==> src/verilog/aprs_defs.svh <==
// constants for the converter parallel readout block
// assumes inclusion by files under verilog/ only
`ifndef APRS_DEFS_SVH
`define APRS_DEFS_SVH

// pin bundle positions in the input synchroniser
`define APRS_PIN_N       7
`define APRS_PIN_RD      0
`define APRS_PIN_CS      1
`define APRS_PIN_SYNC    2
`define APRS_PIN_RANGE   3
`define APRS_PIN_PD      4
`define APRS_PIN_MODE_A  5
`define APRS_PIN_MODE_B  6
`define APRS_PIN_RST     7'h03

// mode pin levels that select parallel readout
`define APRS_PAR_MODE_A  1'b0
`define APRS_PAR_MODE_B  1'b0

// data ready high cycles ahead of an unread update
`define APRS_PRE_CYCLES  2
`define APRS_DATA_READY_N_IDLE   1'b1
`define APRS_OE_OFF      1'b1

`endif

==> src/verilog/aprs_pkg.sv <==
// types for the converter parallel readout block
// assumes aprs_defs.svh is on the include path
package aprs_pkg;
    typedef enum logic [1:0] {
        APRS_FLT_RUN     = 2'b00,
        APRS_FLT_RESET   = 2'b01,
        APRS_FLT_SETTLE  = 2'b10,
        APRS_FLT_STANDBY = 2'b11
    } aprs_flt_t;
endpackage

==> src/verilog/aprs_readout.sv <==
// converter word fifo and parallel readout top
// assumes one master clock, synchronous reset, pins asynchronous to clk
`timescale 1ns/1ns
`default_nettype none
`include "aprs_defs.svh"

module aprs_fifo #(
    parameter int W     = 16,
    parameter int DEPTH = 4
) (
    input  wire logic         clk,
    input  wire logic         reset,
    input  wire logic         flush,
    input  wire logic [W-1:0] in_data,
    input  wire logic         in_valid,
    output logic              in_ready,
    output logic [W-1:0]      out_data,
    output logic              out_valid,
    input  wire logic         out_ready
);
    localparam int AW = (DEPTH > 1) ? $clog2(DEPTH) : 1;
    localparam int CW = $clog2(DEPTH + 1);

    logic [W-1:0]  mem_q [DEPTH];
    logic [W-1:0]  mem_d [DEPTH];
    logic [AW-1:0] wp_q;
    logic [AW-1:0] wp_d;
    logic [AW-1:0] rp_q;
    logic [AW-1:0] rp_d;
    logic [CW-1:0] cnt_q;
    logic [CW-1:0] cnt_d;
    logic          push;
    logic          pop;

    assign in_ready  = (cnt_q != CW'(DEPTH)) && !flush;
    assign out_valid = (cnt_q != '0) && !flush;
    assign out_data  = mem_q[rp_q];
    assign push      = in_valid && in_ready;
    assign pop       = out_valid && out_ready;

    always_comb begin
        mem_d = mem_q;
        wp_d  = wp_q;
        rp_d  = rp_q;
        cnt_d = cnt_q;
        if (push) begin
            mem_d[wp_q] = in_data;
            wp_d        = (wp_q == AW'(DEPTH - 1)) ? '0 : wp_q + 1'b1;
        end
        if (pop) begin
            rp_d = (rp_q == AW'(DEPTH - 1)) ? '0 : rp_q + 1'b1;
        end
        if (push && !pop) begin
            cnt_d = cnt_q + 1'b1;
        end else if (pop && !push) begin
            cnt_d = cnt_q - 1'b1;
        end
        if (flush) begin
            wp_d  = '0;
            rp_d  = '0;
            cnt_d = '0;
        end
    end

    always_ff @(posedge clk) begin
        mem_q <= mem_d;
        if (reset) begin
            wp_q  <= '0;
            rp_q  <= '0;
            cnt_q <= '0;
        end else begin
            wp_q  <= wp_d;
            rp_q  <= rp_d;
            cnt_q <= cnt_d;
        end
    end
endmodule

module aprs_readout
    import aprs_pkg::*;
#(
    parameter int WORD_W       = 16,
    parameter int DECIM        = 8,
    parameter int SETTLE_WORDS = 2,
    parameter int FIFO_DEPTH   = 4
) (
    input  wire logic              clk,
    input  wire logic              reset,
    input  wire logic [WORD_W-1:0] sample_data,
    input  wire logic              sample_valid,
    output logic                   sample_ready,
    input  wire logic              rd_n,
    input  wire logic              cs_n,
    input  wire logic              sync,
    input  wire logic              input_range_select,
    input  wire logic              power_down_request,
    input  wire logic              interface_mode_pin_a,
    input  wire logic              interface_mode_pin_b,
    output logic [WORD_W-1:0]      out_bus,
    output logic                   out_bus_oe_n,
    output logic                   data_ready_n,
    output logic                   range_unipolar,
    output logic                   powered_down,
    output logic                   parallel_mode
);
    localparam int CNT_W = $clog2(DECIM);
    localparam int SET_W = $clog2(SETTLE_WORDS + 1);

    // pin synchronisers
    logic [`APRS_PIN_N-1:0] pin_s1_q;
    logic [`APRS_PIN_N-1:0] pin_s2_q;
    logic                   sync_s3_q;
    logic                   rd_s;
    logic                   cs_s;
    logic                   sync_s;
    logic                   sync_rise;
    logic                   par_s;

    // sequencer, output word and handshake state
    aprs_flt_t         flt_q;
    aprs_flt_t         flt_d;
    logic [CNT_W-1:0]  cnt_q;
    logic [CNT_W-1:0]  cnt_d;
    logic [SET_W-1:0]  settle_q;
    logic [SET_W-1:0]  settle_d;
    logic [WORD_W-1:0] word_q;
    logic [WORD_W-1:0] word_d;
    logic              pending_q;
    logic              pending_d;
    logic              data_ready_n_n_q;
    logic              data_ready_n_n_d;
    logic              oe_n_q;
    logic              oe_n_d;
    logic              rd_act_q;
    logic              rd_act_d;
    logic              range_q;
    logic              pd_q;
    logic              par_q;
    logic              rd_done;
    logic              update;
    logic              update_load;
    logic              hold;
    logic [WORD_W-1:0] fifo_data;
    logic              fifo_valid;

    assign rd_s      = pin_s2_q[`APRS_PIN_RD];
    assign cs_s      = pin_s2_q[`APRS_PIN_CS];
    assign sync_s    = pin_s2_q[`APRS_PIN_SYNC];
    assign sync_rise = sync_s && !sync_s3_q;
    assign par_s     = (pin_s2_q[`APRS_PIN_MODE_A] == `APRS_PAR_MODE_A)
                    && (pin_s2_q[`APRS_PIN_MODE_B] == `APRS_PAR_MODE_B);

    assign hold        = (flt_q == APRS_FLT_RESET) || (flt_q == APRS_FLT_STANDBY);
    assign update      = !hold && (cnt_q == CNT_W'(DECIM - 1)) && fifo_valid;
    assign update_load = update && (flt_q == APRS_FLT_RUN);
    assign rd_done     = rd_act_q && (rd_s || cs_s);

    aprs_fifo #(
        .W     (WORD_W),
        .DEPTH (FIFO_DEPTH)
    ) u_fifo (
        .clk       (clk),
        .reset     (reset),
        .flush     (hold),
        .in_data   (sample_data),
        .in_valid  (sample_valid),
        .in_ready  (sample_ready),
        .out_data  (fifo_data),
        .out_valid (fifo_valid),
        .out_ready (update)
    );

    always_comb begin
        flt_d    = flt_q;
        cnt_d    = cnt_q;
        settle_d = settle_q;
        unique case (flt_q)
            APRS_FLT_RUN, APRS_FLT_SETTLE: begin
                cnt_d = (cnt_q == CNT_W'(DECIM - 1)) ? '0 : cnt_q + 1'b1;
                if (update && (flt_q == APRS_FLT_SETTLE)) begin
                    settle_d = settle_q - 1'b1;
                    if (settle_q == SET_W'(1)) begin
                        flt_d = APRS_FLT_RUN;
                    end
                end
            end
            APRS_FLT_RESET: begin
                if (!sync_s) begin
                    flt_d = APRS_FLT_SETTLE;
                end
            end
            APRS_FLT_STANDBY: begin
                flt_d    = APRS_FLT_SETTLE;
                settle_d = SET_W'(SETTLE_WORDS);
            end
        endcase
        if (pin_s2_q[`APRS_PIN_PD]) begin
            flt_d = APRS_FLT_STANDBY;
            cnt_d = '0;
        end else if (sync_rise) begin
            flt_d    = APRS_FLT_RESET;
            cnt_d    = '0;
            settle_d = SET_W'(SETTLE_WORDS);
        end
        if (flt_d == APRS_FLT_SETTLE && settle_d == '0) begin
            flt_d = APRS_FLT_RUN;
        end
    end

    always_comb begin
        word_d    = update_load ? fifo_data : word_q;
        rd_act_d  = !rd_s && !cs_s;
        oe_n_d    = !(!rd_s && !cs_s && par_s);
        pending_d = pending_q;
        if (rd_done) begin
            pending_d = 1'b0;
        end
        if (hold || flt_d != flt_q && flt_d != APRS_FLT_RUN) begin
            pending_d = 1'b0;
        end
        if (update_load) begin
            pending_d = 1'b1;
        end
        data_ready_n_n_d = !pending_d || (cnt_d >= CNT_W'(DECIM - `APRS_PRE_CYCLES));
    end

    always_ff @(posedge clk) begin
        if (reset) begin
            pin_s1_q  <= `APRS_PIN_RST;
            pin_s2_q  <= `APRS_PIN_RST;
            sync_s3_q <= 1'b0;
            flt_q     <= APRS_FLT_RESET;
            cnt_q     <= '0;
            settle_q  <= SET_W'(SETTLE_WORDS);
            word_q    <= '0;
            pending_q <= 1'b0;
            data_ready_n_n_q  <= `APRS_DATA_READY_N_IDLE;
            oe_n_q    <= `APRS_OE_OFF;
            rd_act_q  <= 1'b0;
            range_q   <= 1'b0;
            pd_q      <= 1'b0;
            par_q     <= 1'b0;
        end else begin
            pin_s1_q  <= {interface_mode_pin_b, interface_mode_pin_a, power_down_request,
                          input_range_select, sync, cs_n, rd_n};
            pin_s2_q  <= pin_s1_q;
            sync_s3_q <= sync_s;
            flt_q     <= flt_d;
            cnt_q     <= cnt_d;
            settle_q  <= settle_d;
            word_q    <= word_d;
            pending_q <= pending_d;
            data_ready_n_n_q  <= data_ready_n_n_d;
            oe_n_q    <= oe_n_d;
            rd_act_q  <= rd_act_d;
            range_q   <= pin_s2_q[`APRS_PIN_RANGE];
            pd_q      <= pin_s2_q[`APRS_PIN_PD];
            par_q     <= par_s;
        end
    end

    assign out_bus        = word_q;
    assign out_bus_oe_n   = oe_n_q;
    assign data_ready_n   = data_ready_n_n_q;
    assign range_unipolar = range_q;
    assign powered_down   = pd_q;
    assign parallel_mode  = par_q;
endmodule

`default_nettype wire

==> config.mk <==
export PLATFORM = sky130hd
export DESIGN_NAME = aprs_readout
export DESIGN_NICKNAME = d
export VERILOG_FILES = /design/src/verilog/aprs_pkg.sv /design/src/verilog/aprs_readout.sv
export VERILOG_INCLUDE_DIRS = /design/src /design/src/verilog
export SDC_FILE = /design/constraint.sdc
export NUM_CORES = 1
export LEC_CHECK = 0
export BUFFER_PORTS_ARGS = -buffer_cell sky130_fd_sc_hd__buf_2
export CELL_PAD_IN_SITES_DETAIL_PLACEMENT = 1
export CELL_PAD_IN_SITES_GLOBAL_PLACEMENT = 2
export CORE_ASPECT_RATIO = 0.8
export CORE_MARGIN = 4
export CORE_UTILIZATION = 44
export DETAILED_ROUTE_END_ITERATION = 6
export HOLD_SLACK_MARGIN = 0.03
export PLACE_DENSITY_LB_ADDON = 0.1
export SLEW_MARGIN = 10
export SYNTH_ARGS = -nofsm -noshare
export SYNTH_HDL_FRONTEND = slang
export SYNTH_HIERARCHICAL = 1
export SYNTH_SLANG_ARGS = --single-unit
==> constraint.sdc <==
create_clock -name clk -period 5.8 [get_ports clk]
set_input_delay 0.87 -clock clk [delete_from_list [all_inputs] [get_ports clk]]
set_output_delay 0.87 -clock clk [all_outputs]
set_load 0.05 [all_outputs]
## Yosys cells after proc, flatten, opt, wreduce, memory -nomap -nowiden

Cells that the tools add are included.
Widths: inputs -> output; s select.

- Output and inout port bits: 22
- Bits in read-only memories: 0
- Input port bits: 26
- RAM bits: 0
- Word-level logic and storage cells: 110
- Register bits: 116
- Memories: 0
- Latch bits: 0

- $mul: 0
- $lt $le $gt $ge: 4
- Mux-type cells: 28
- Shifts and indexed selects: 0
- Add/sub/neg operators: 6
- Div/mod/pow operators: 0
- Eq/ne operators: 10
- Reduce and logical (&&, ||, !) cells: 37
- Bitwise logic cells: 4

Operators with widths:

| operator | count |
|---|---|
| $bwmux 64 | 1 |
| $mux 16 | 3 |
| $bmux 16 s2 | 1 |
| $demux 16 s2 | 1 |
| $mux 2 | 11 |
| $logic_and 1x1->1 | 18 |
| $mux 3 | 6 |
| $eq 2x2->1 const B | 5 |
| $ge 3x3->1 const B | 3 |
| $logic_not 1->1 | 8 |
| $add 3x1->3 const B | 2 |
| $not 2->3 | 2 |
| $pmux 2 s3 | 1 |
| $add 2x1->2 const B | 2 |
| $eq 2x1->1 const B | 2 |
| $logic_not 2->1 | 2 |
| $logic_or 1x1->1 | 4 |
| $pmux 2 s2 | 1 |
| $reduce_bool 2->1 | 2 |
| $reduce_or 2->1 | 2 |
| $eq 3x3->1 const B | 1 |
| $lt 3x1->1 const B | 1 |
| $mux 1 | 3 |
| $ne 3x3->1 const B | 1 |
| 5 further kinds | 6 |

## Depth between registers and ports, before layout

Gate-level depths: netlist of the first run.

- Word-level depth: 20
- Depth in mapped cells: 14
- Depth with buffers taken out: 12

## Hierarchy

Netlist of the first run, hierarchy kept.

Modules (own cells, without submodules):

| module | area an instance (µm²) | times used | seq. area each (µm²) | cells an instance |
|---|---|---|---|---|
| aprs_fifo | 2820.2 | 1 | 2062.0 | 136 |
| aprs_readout | 1575.3 | 1 | 900.9 | 169 |

## Worst setup path before layout of the first run

Ideal clock, no wire load.

- Path kind: register to register
- Start point: register flt_q[0]
- End point: register u_fifo.cnt_q[2]
- Arrival time: 2.464 ns
- Path slack: 3.261 ns
- Cell stages (with the launch flop): 15
- Buffers on the path: 3
- Library setup time: 0.076 ns
- Clock period less this slack: 2.539 ns
- Data required time: 5.724 ns
- Cell sequence: dfxtp_1 buf_6 clkbuf_1 buf_6 nor2_1 nand2_2 nor2_1 nor3b_1 inv_1 ha_1 inv_1 fa_1 xor2_1 or3_1 a21boi_0

- Word-level cells in the longest chain between the ends: 9
- Elaborated cells between the ends (all ways): 17
- Classes of those cells: eq/ne (2); mux (1); reduce/logical (14)

RTL lines:

| what | RTL line | source |
|---|---|---|
| start, declared | aprs_readout.sv:120 | `aprs_flt_t flt_q;` |
| start signal, assigned | aprs_readout.sv:248 | `flt_q <= flt_d;` |
| $eq 2x1->1 / $eq 2x2->1 (equally long branches) | aprs_readout.sv:153 | `assign hold = (flt_q == APRS_FLT_RESET) \|\| (flt_q == APRS_FLT_STANDBY);` |
| $logic_or 1x1->1 (*) | aprs_readout.sv:153 |  |
| via hold | aprs_readout.sv:142 | `logic hold;` |
| $logic_not 1->1 (*) | aprs_readout.sv:36 | `assign out_valid = (cnt_q != '0) && !flush;` |
| $logic_and 1x1->1 (*) | aprs_readout.sv:36 |  |
| via fifo_valid | aprs_readout.sv:144 | `logic fifo_valid;` |
| $logic_and 1x1->1 (*) | aprs_readout.sv:154 | `assign update = !hold && (cnt_q == CNT_W'(DECIM - 1)) && fifo_valid;` |
| via update | aprs_readout.sv:140 | `logic update;` |
| $logic_and 1x1->1 (*) | aprs_readout.sv:39 | `assign pop = out_valid && out_ready;` |
| $logic_not 1->1 | aprs_readout.sv:53 | `if (push && !pop) begin` |
| $logic_and 1x1->1 | aprs_readout.sv:53 |  |
| $mux 3 / $reduce_bool 2->1 (equally long branches) | n/a |  |
| end signal, assigned | aprs_readout.sv:74 | `cnt_q <= cnt_d;` |
| end, declared | aprs_readout.sv:30 | `logic [CW-1:0] cnt_q;` |

Mark *: on every way through the listed nets, which the timed path passes. The rest lies on a longest branch.
A chain may end at the register's enable or synchronous reset.

## Worst setup path in the final report of the first run

- Start point: register flt_q[0]
- End point: register u_fifo.cnt_q[2]

- Word-level cells in the longest chain between the ends: 9
- Elaborated cells between the ends (all ways): 17
- Classes of those cells: eq/ne (2); mux (1); reduce/logical (14)

RTL lines:

| what | RTL line |
|---|---|
| $eq 2x1->1 / $eq 2x2->1 (equally long branches) | aprs_readout.sv:153 |
| $logic_or 1x1->1 (*) | aprs_readout.sv:153 |
| $logic_not 1->1 (*) | aprs_readout.sv:36 |
| $logic_and 1x1->1 (*) | aprs_readout.sv:36 |
| via fifo_valid | aprs_readout.sv:144 |
| $logic_and 1x1->1 (*) | aprs_readout.sv:154 |
| via update | aprs_readout.sv:140 |
| $logic_and 1x1->1 (*) | aprs_readout.sv:39 |
| $logic_not 1->1 | aprs_readout.sv:53 |
| $logic_and 1x1->1 | aprs_readout.sv:53 |
| $mux 3 / $reduce_bool 2->1 (equally long branches) | n/a |

Marked as above.

==> results of run 1 <==
[metrics by stage]
step	hold slack, ns	utilization [%]	instance area, um2
floorplan	0.385	-	4400
global placement	0.395	48.4	4690
detailed placement	0.393	48.4	4690
CTS	0.406	54.9	5320
global route	0.414	54.9	5320
finish	0.404	54.9	5320
[flip-flops by register name (all words and copies together), names as in the netlist, 2 cells and up]
name	flops
cnt_q	3
u_fifo/cnt_q	3
u_fifo/wp_q	2
u_fifo/rp_q	2
pin_s2_q	7
pin_s1_q	7
flt_q	2
u_fifo/mem_q	64
out_bus	16
settle_q	2
[worst max path at each step]
stage / end / slack (ns) / from
6_report: u_fifo/cnt_q[2]$_SDFFE_PP0P_ / 2.85 / flt_q[0]$_SDFF_PP1_
5_1_grt: u_fifo/cnt_q[2]$_SDFFE_PP0P_ / 2.62 / flt_q[0]$_SDFF_PP1_
4_1_cts: u_fifo/cnt_q[2]$_SDFFE_PP0P_ / 2.84 / flt_q[0]$_SDFF_PP1_
3_5_place_dp: u_fifo/cnt_q[2]$_SDFFE_PP0P_ / 2.85 / flt_q[0]$_SDFF_PP1_
3_3_place_gp: u_fifo/cnt_q[2]$_SDFFE_PP0P_ / 2.95 / flt_q[0]$_SDFF_PP1_
2_1_floorplan: u_fifo/cnt_q[2]$_SDFFE_PP0P_ / 3.26 / flt_q[0]$_SDFF_PP1_
[logic make-up after synthesis]
logic type,share of synthesized area [%]
AO/OA/AOI/OAI,4.30
XOR/XNOR,0.399
adder cells (fa/ha/maj),3.02
buffers and inverters,3.16
flip-flops,67.4
multiplexers,10.5
AND/OR/NAND/NOR,11.2
[synthesized netlist by cell type, drive strengths merged]
cell,number,area [um2]
edfxtp,64,1920
dfxtp,52,1040
nand2,44,168
a21oi,22,118
mux4,16,390
nor2,15,58.8
nor2b,12,75.1
buf,11,93.8
ha,9,113
inv,8,30.0
mux2i,7,70.1
nor3,7,46.3
or2,5,31.3
and2,4,25.0
clkbuf,4,15.0
nand2b,3,18.8
nor3b,3,27.5
or3,3,18.8
o21ai,2,10.0
xor2,2,17.5
a21boi,1,7.51
a311oi,1,8.76
a31oi,1,6.26
fa,1,20.0
nand3,1,5.00
nand4,1,6.26
o2111ai,1,8.76
o211ai,1,7.51
o21a,1,7.51
o21bai,1,7.51
o31ai,1,7.51
or4b,1,13.8
[cell type report]
type | count | area, um2 | share of cell area [%]
clock inverter | 15 | 204 | 3.83
clock buffer | 17 | 425 | 7.99
sequential | 116 | 2960 | 55.7
multi-input combinational | 166 | 1290 | 24.3
timing repair buffer | 47 | 235 | 4.42
tap | 136 | 170 | 3.20
inverter | 8 | 30.0 | 0.564
[power by group through the flow]
stage          clock [W]  sequential, W  combinational [W]
6_report         0.00110       0.000893          0.0000591
5_1_grt          0.00117       0.000894          0.0000653
4_1_cts          0.00112       0.000893          0.0000600
3_5_place_dp           0       0.000910          0.0000593
3_3_place_gp           0       0.000909          0.0000577
2_1_floorplan          0       0.000907          0.0000392
[per-layer routing]
layer,global-route usage (%),vias to the layer above
met5,0,-
met3,6.05,12
met4,6.51,0
met2,26.6,53
li1,-,1202
met1,21.8,1212
==> results list, run 1 <==
- The clock net in this run drives a total of 116 sinks.
* Highest metal layer used by the detailed router: met4
- Each instance of the synthesized netlist takes up on average 14.4 um2.
* # IOs: 48
- Number of core rows: 32
- The path with the worst hold slack has its endpoint at parallel_mode$_SDFF_PP0_.
* Peak clock frequency supported by timing: around 340 MHz
* Minimum clock period after layout: 2.95 ns
- H-Tree Level Count: 4
- The congestion estimate from routability-driven global placement came to 0.698.
- The critical path in this run is classified as register to register.
- In this run the worst hold path is classified as register to register.
- After clock tree synthesis, the clock-pin slew on the worst setup and hold paths is ~0.060 ns.
- Global routing finished with a remaining overflow of 0.
* Total iterations of the first detailed-routing run: 5
* Switching Share: 20.9%
* Post-DP HPWL: between 5000 and 6000 um
- Entering global routing, the biggest net connects 44 pins.
* Critical path arrival: 3.28 ns
* Setup repair after global routing missed its margin: no
- Post-route met1 wirelength: around 4200 um
- Yosys printed 6 warnings.
- The first routing iteration left between 100 and 150 violations.
* Count of antenna-violating nets left after detailed routing: 0
- Internal reg-to-reg setup slack: between 2 and 3 ns
- The via count of the first global-routing pass was 2764.
* Placeable core region: roughly 9700 um2
- Measured against its own limit, the worst slew margin works out to about a quarter.
- Across every metal layer, demand over resource in global routing totals 17.0%.
* Initial core utilization: a little under half
* Setup tns final: 0 ns
- For this block, the routed nets add up to approximately 9000 um of wire.
- Critical Path Fanout Max: 19
* Flop and latch count out of synthesis: approximately 120
* Number of remaining DRC errors: 0
* Ratio of cells with drive above 1 in the final layout: around a quarter
- Worst Clk Skew: 0.00802 ns
- Worst reg2reg path startpoint: flt_q[0]$_SDFF_PP1_
- Number of hold-repair buffers added at the cts stage: 0
- Counting along the longest clock path gives a buffer depth of 2.
* Inst Count DP: roughly 470
- WP depth: 11
- Req. time, crit path: 6.14 ns
* Wire length of the first global-routing pass: ~15000 um
- Crit path setup slack, layout: between 2 and 3 ns
- Detailed-route wire length per cell: around 18 um
- Startpoint type of the worst setup path: register
- The critical path goes through nor2_1 -> nand2_2 -> nor2_1 -> nor3b_1 -> inv_1 -> ha_1 -> inv_1 -> fa_1 -> xor2_1 -> or3_1 -> a21boi_0.
* TritonCTS Buffers: 17
- Number of hold-slack violations in the final timing report: 0
* Net count, final: 392
- The run finished with clean final reports.
* Final std cells w/o fill: between 500 and 600
* Largest stage delay on the critical path: just over 0.8 ns
- Critical path's top delay family: simple AND/OR/NAND/NOR gates
* Number of diodes added for antenna fixing: 0
- Insertion delay of the later-clocked pin in the worst-skew pair: 0.41 ns
* Number of instances resized during post-cts repair: 0
- The final route contains 2479 vias.
* PwrDens: approximately 390 nW/um2
- The floorplan step set the die height to approximately 97 um.
- The filler cells instantiated in the layout total 960.
* Total power draw: 0.00206 W
- Worst setup slack before clock tree synthesis: 2.85 ns
- Counting every net in the synthesized netlist gives 341.
- The worst register-to-register path ends at u_fifo/cnt_q[2]$_SDFFE_PP0P_.
- In the detailed route, the total length drawn on met2 is ~4200 um.
* Kind of end point of the critical path: register
* Fraction of power consumed by combinational cells: ~2.9%
- Routed via count divided by cell count: ~4.9
* Buffers and inverters on the worst path: 2
- The area growth from synthesis to layout is 21.1%.
- Internal power: 0.00163 W
* Measured slew at the worst slew-check pin: 1.13 ns
* Commonest cells after routing, fill and taps aside: sky130_fd_sc_hd__edfxtp_1, sky130_fd_sc_hd__dfxtp_1, sky130_fd_sc_hd__buf_2
* Worst hold path cell count: 1
- Worst ir drop on vdd: 0.000248 V
* Standard cell with the maximum stage delay on the critical path: sky130_fd_sc_hd__dfxtp_1
- Max-slew violation count: 0
- Wire length on met3: between 300 and 400 um
- Sequential element share of the synthesized area: 67.4%
- The number of antenna violations at the first check in global routing was 0.
- Per report_power, the sequential group accounts for 43.4% of the total.
- Counting every instance in the synthesized netlist gives about 310.
- Summed over all cells, the static leakage comes to a little under 2 nW.
- The mapped netlist covers 4400 um2.
- Count of buffers from port buffering: 47
* Most common cell after layout, fill and taps aside: sky130_fd_sc_hd__edfxtp_1
- NetSw: approximately 0.00043 W
* Part of the cycle the worst path needs: just over 50%
- Across the run, the number of max-cap violations was 0.
- Measured in cells, the most critical reg-to-reg path has a length of 11.
- TritonCTS built the clock tree.
- Width of the chip: around 120 um
* Count of cell types in the netlist: between 40 and 50
- The startpoint identified for the worst hold timing path is pin_s2_q[5]$_SDFF_PP0_.
- Final setup viols: 0
- The die covers ~12000 um2.
- Buffers added to address setup during post-CTS repair amount to 0.
- Clock network power share: a little over half
* Clk root buf: sky130_fd_sc_hd__clkbuf_16
No activity file was read; power rests on OpenSTA's default activity.
==> inputs of run 2 (changes only) <==
Settings changed: ABC_AREA set to 1, CORE_UTILIZATION 44 to 38.
Clock period 5.8 ns to 3 ns, I/O delays scaled along.
==> run 2 against run 1 <==
Sequential cell count unchanged. Fmax up 28%. Register-to-register slack got worse by 2.2 ns. Critical path type unchanged. Highest routed layer unchanged. Sequential share of layout area increased by 0.18 points. Count of clock-buffer cells in the layout up 3. Worst hold slack worse by 0.18 ns. Clock power grew 49%. Non-clock buffer count rose by 7.
==> results list, run 2 <==
- The final standard cell count with taps included and fillers excluded is 633 (+25%).
- The cell count after synthesis was 417 (+37%).
- Max-slew violation count: 0 (unchanged)
- The cell count after placement came to 604 (+28%).
- The number of remaining DRC errors is 0 (unchanged).
- H-Tree Level Count: 4 (unchanged)
* Number of maximum-capacitance violations: 0 (unchanged)
- The via count of the first global-routing pass was 2824 (+2.2%).
- Count of filler cells inserted in the layout: 1276 (+33%)
- Worst hold path cell count: 2 (+1)
- The share of the yosys chip area belonging to registers came to 66.6% (-0.83 points).
* Internal power: 0.00277 W (+70%)
- The number of synthesized flops with an enable pin was 64 (unchanged).
* Most common cell after layout, fill and taps aside: sky130_fd_sc_hd__nor2_1
- The worst hold path begins at rd_n.
- The power density of the placed cells was 660 nW/um2 (+71%).
- Net count, final: 511 (+30%)
- Kind of end point of the critical path: register
- The critical path arrival is 2.60 ns (-0.68 ns).
- The fraction of layout cells with a size suffix above 1 was 20.6% (-5.9 points).
* Standard cell with the maximum stage delay on the critical path: sky130_fd_sc_hd__fa_1
* TritonCTS Buffers: 17 (unchanged)
- Hold Crit Class: input pin to register
- The detailed-route wire length was 9130 um (+1.7%).
- The pin slew with the least headroom to its limit is 0.582 ns (-0.550 ns).
- The path with the worst hold slack has its endpoint at pin_s1_q[0]$_SDFF_PP1_.
- Max FFs per register: 64 (unchanged)
* Post-Route Hold Slack: 0.227 ns (-0.176 ns)
- The clock sink total came to 116 (unchanged).
* Reported leakage power: 2.20 nW (+13%)
- Outcome: completed
* Endpoint of the worst-slack reg-to-reg timing path: u_fifo/cnt_q[1]$_SDFFE_PP0P_
- Final setup viols: 0 (unchanged)
* Global-route usage over all layers: 14.7% (-2.3 points)
- Number of core rows: 35 (+9.4%)
- The peak ir drop on the vdd network was 0.000416 V (+68%).
- Count of vias placed by the detailed router: 2906 (+17%)
- Total iterations of the first detailed-routing run: 4 (-1)
* Type of the worst setup path: register to register
* Buffers and inverters on the worst path: 1 (-1)
- The post-route clock period utilization came to 76.9% (+26 points).
* Number of hold-slack violations in the final timing report: 0 (unchanged)
- The biggest area contributor in the post-synthesis netlist is sky130_fd_sc_hd__edfxtp_1.
- The number of top-level design ports came to 48 (unchanged).
* NetSw: 0.000730 W (+70%)
* Detailed-route wire length per cell: 14.4 um (-19%)
- Peak clock frequency supported by timing: 433 MHz (+28%)
* Minimum clock period after layout: 2.31 ns (-0.638 ns)
- The antenna cell count came to 0 (unchanged).
- Req. time, crit path: 3.30 ns (-2.84 ns)
- By count the netlist is led by sky130_fd_sc_hd__nor2_1, sky130_fd_sc_hd__edfxtp_1, sky130_fd_sc_hd__dfxtp_1, sky130_fd_sc_hd__nand2_1, sky130_fd_sc_hd__inv_1.
- Worst Clk Skew: 0.00697 ns (-0.00105 ns)
* Number of instances resized during post-cts repair: 0 (unchanged)
- CTS placed an instance of sky130_fd_sc_hd__clkbuf_16 at the clock tree root.
- Fraction of power consumed by combinational cells: 3.9% (+1.0 points)
* Most frequent cell after synthesis: sky130_fd_sc_hd__nor2_1
* Count of cell types in the netlist: 30 (-27%)
* Flop and latch count out of synthesis: 116 (unchanged)
* Total congestion overflow after global routing: 0 (unchanged)
* Cell area after synthesis: 4450 um2 (+1.3%)
- Max-slew headroom at the worst pin: 61.2% (+37 points)
- Pin count of the biggest net entering global routing: 35 (-20%)
- The wire length of the first global-routing pass came to 14900 um (+0.42%).
- Floorplan die height: 105 um (+7.6%)
* Clock-pin slew of the registers on the worst-case setup and hold paths: 0.05 ns (about the same)
- Number of nets in the synthesized netlist: 453 (+33%)
- Number of hold-repair buffers added at the cts stage: 0 (unchanged)
- Critical Path Fanout Max: 5 (-14)
* CTS tree: done
- Maximum clock insertion buffer count: 2 (unchanged)
- The floorplan die area came to 13500 um2 (+16%).
* Part of the total power dissipated in sequential elements: 49.3% (+5.9 points)
- Startpoint type of the worst setup path: register
* Internal reg-to-reg setup slack: 0.69 ns (-2.16 ns)
- Width of the chip: 129 um (+7.7%)
* Initial core utilization: 38.8% (-6.6 points)
* Switching Share: 20.8% (-0.042 points)
- In the layout the commonest cells are sky130_fd_sc_hd__nor2_1, sky130_fd_sc_hd__edfxtp_1, sky130_fd_sc_hd__dfxtp_1.
- The number of antenna violations at the first check in global routing is 0 (unchanged).
- The detailed placement HPWL was 6100 um (+8.4%).
- The async set or reset register ratio after synthesis came to 0% (unchanged).
- Top register by number of flip-flops: u_fifo/mem_q
- Insertion delay of the later-clocked pin in the worst-skew pair: 0.41 ns (about the same)
- Sorting the synthesized cells by area gives the leading types as sky130_fd_sc_hd__edfxtp_1, sky130_fd_sc_hd__dfxtp_1, sky130_fd_sc_hd__nor2_1.
- The delay of the slowest cell on the worst path is 0.41 ns (-0.41 ns).
- The setup fix buffers added after clock tree synthesis is 0 (unchanged).
* Area growth syn-to-layout: 19.2%
* Worst reg2reg path startpoint: u_fifo/cnt_q[0]$_SDFFE_PP0P_
- Yosys top cell area share: 43.2% (-0.54 points)
- Post-Synthesis Mean Instance Area: 10.7 um2 (-26%)
- Commonest register cell after synthesis: sky130_fd_sc_hd__edfxtp_1
- Critical path's top delay family: adder cells
- Placeable core region: 11500 um2 (+18%)
* Routed via count divided by cell count: 4.59 (-6.5%)
- Clock network power share: 46.8% (-6.9 points)
- The number of port buffers was 47 (unchanged).
- Setup tns final: 0 ns (unchanged)
- The remaining number of nets flagged by the antenna check after routing came to 0 (unchanged).
- Traced cell by cell, the critical path runs through nor2_2 -> a21oi_1 -> nand2_4 -> nor2_8 -> nand3_1 -> ha_1 -> inv_1 -> fa_1 -> o21ai_0 -> nor2_1.
- Setup repair after global routing missed its margin: no
- Violation count after the first detailed-route iteration: 215 (+47%)
- Length in cells of the worst reg-to-reg path: 10 (-1)
* Gp weighted congestion: 0.729 (+4.4%)
* Number of warning messages in the yosys log: 6 (unchanged)
[run 2: area by class of cell]
class | count | area (um2) | share of cell area, %
repair buffers | 54 | 288 | 5.43
flip-flops and latches | 116 | 2960 | 55.9
multi-input cells | 246 | 1230 | 23.3
clock inverters | 9 | 42.5 | 0.802
well taps | 148 | 185 | 3.49
inverters | 40 | 155 | 2.93
clock buffers | 20 | 437 | 8.23
[run 2: worst max path at each step]
stage / depth (start not counted) / slack [ns] / from / end
after global placement: 10 / 0.84 / u_fifo/cnt_q[0]$_SDFFE_PP0P_ / u_fifo/cnt_q[1]$_SDFFE_PP0P_
after CTS: 10 / 0.68 / u_fifo/cnt_q[0]$_SDFFE_PP0P_ / u_fifo/cnt_q[1]$_SDFFE_PP0P_
after floorplan: 11 / 0.88 / flt_q[0]$_SDFF_PP1_ / u_fifo/cnt_q[1]$_SDFFE_PP0P_
after global routing: 10 / 0.49 / u_fifo/cnt_q[1]$_SDFFE_PP0P_ / u_fifo/cnt_q[1]$_SDFFE_PP0P_
final: 10 / 0.69 / u_fifo/cnt_q[0]$_SDFFE_PP0P_ / u_fifo/cnt_q[1]$_SDFFE_PP0P_
after detailed placement: 10 / 0.71 / u_fifo/cnt_q[0]$_SDFFE_PP0P_ / u_fifo/cnt_q[1]$_SDFFE_PP0P_
[run 2: routing by layer]
metal  vias to the layer above  wire length [um]  global-route usage [%]
met1                      1319              4830                    21.8
met5                         -                 0                       0
met3                        18               432                    5.01
met2                        59              3710                    19.2
met4                         0               159                    6.52
li1                       1510                 -                       -
[run 2: kinds of logic after synthesis]
group | Yosys count | synth area share, %
and+or+nand+nor | 161 | 15.7
DFF | 116 | 66.6
AOI/OAI and AO/OA | 74 | 8.86
buffers and inverters | 55 | 5.71
adders and majority gates | 10 | 2.98
muxes | 1 | 0.225
[run 2: power groups by stage]
stage                     combinational, W  sequential, W  clock [W]
after CTS                         0.000139        0.00172    0.00169
after global routing              0.000156        0.00173    0.00177
after detailed placement          0.000138        0.00176          0
after global placement            0.000134        0.00175          0
after floorplan                  0.0000796        0.00176          0
final                             0.000136        0.00173    0.00164
[run 2: worst register-to-register path, delay by kind of cell (launching register included)]
kind / cells / cell delay [ns]
fa+ha+maj: 2 / 0.68
compound gates: 2 / 0.44
buf+inv: 1 / 0.10
simple gates: 5 / 0.58
flops: 1 / 0.39
[run 2: metrics by stage]
stage | total power (W) | utilization, % | setup slack [ns] | area (um2)
6_report | 0.00350 | 46.2 | 0.692 | 5300
5_1_grt | 0.00366 | 46.2 | 0.493 | 5300
4_1_cts | 0.00355 | 46.2 | 0.675 | 5300
3_5_place_dp | 0.00189 | 42.1 | 0.713 | 4820
3_3_place_gp | 0.00189 | 42.1 | 0.836 | 4820
2_1_floorplan | 0.00184 | - | 0.878 | 4450
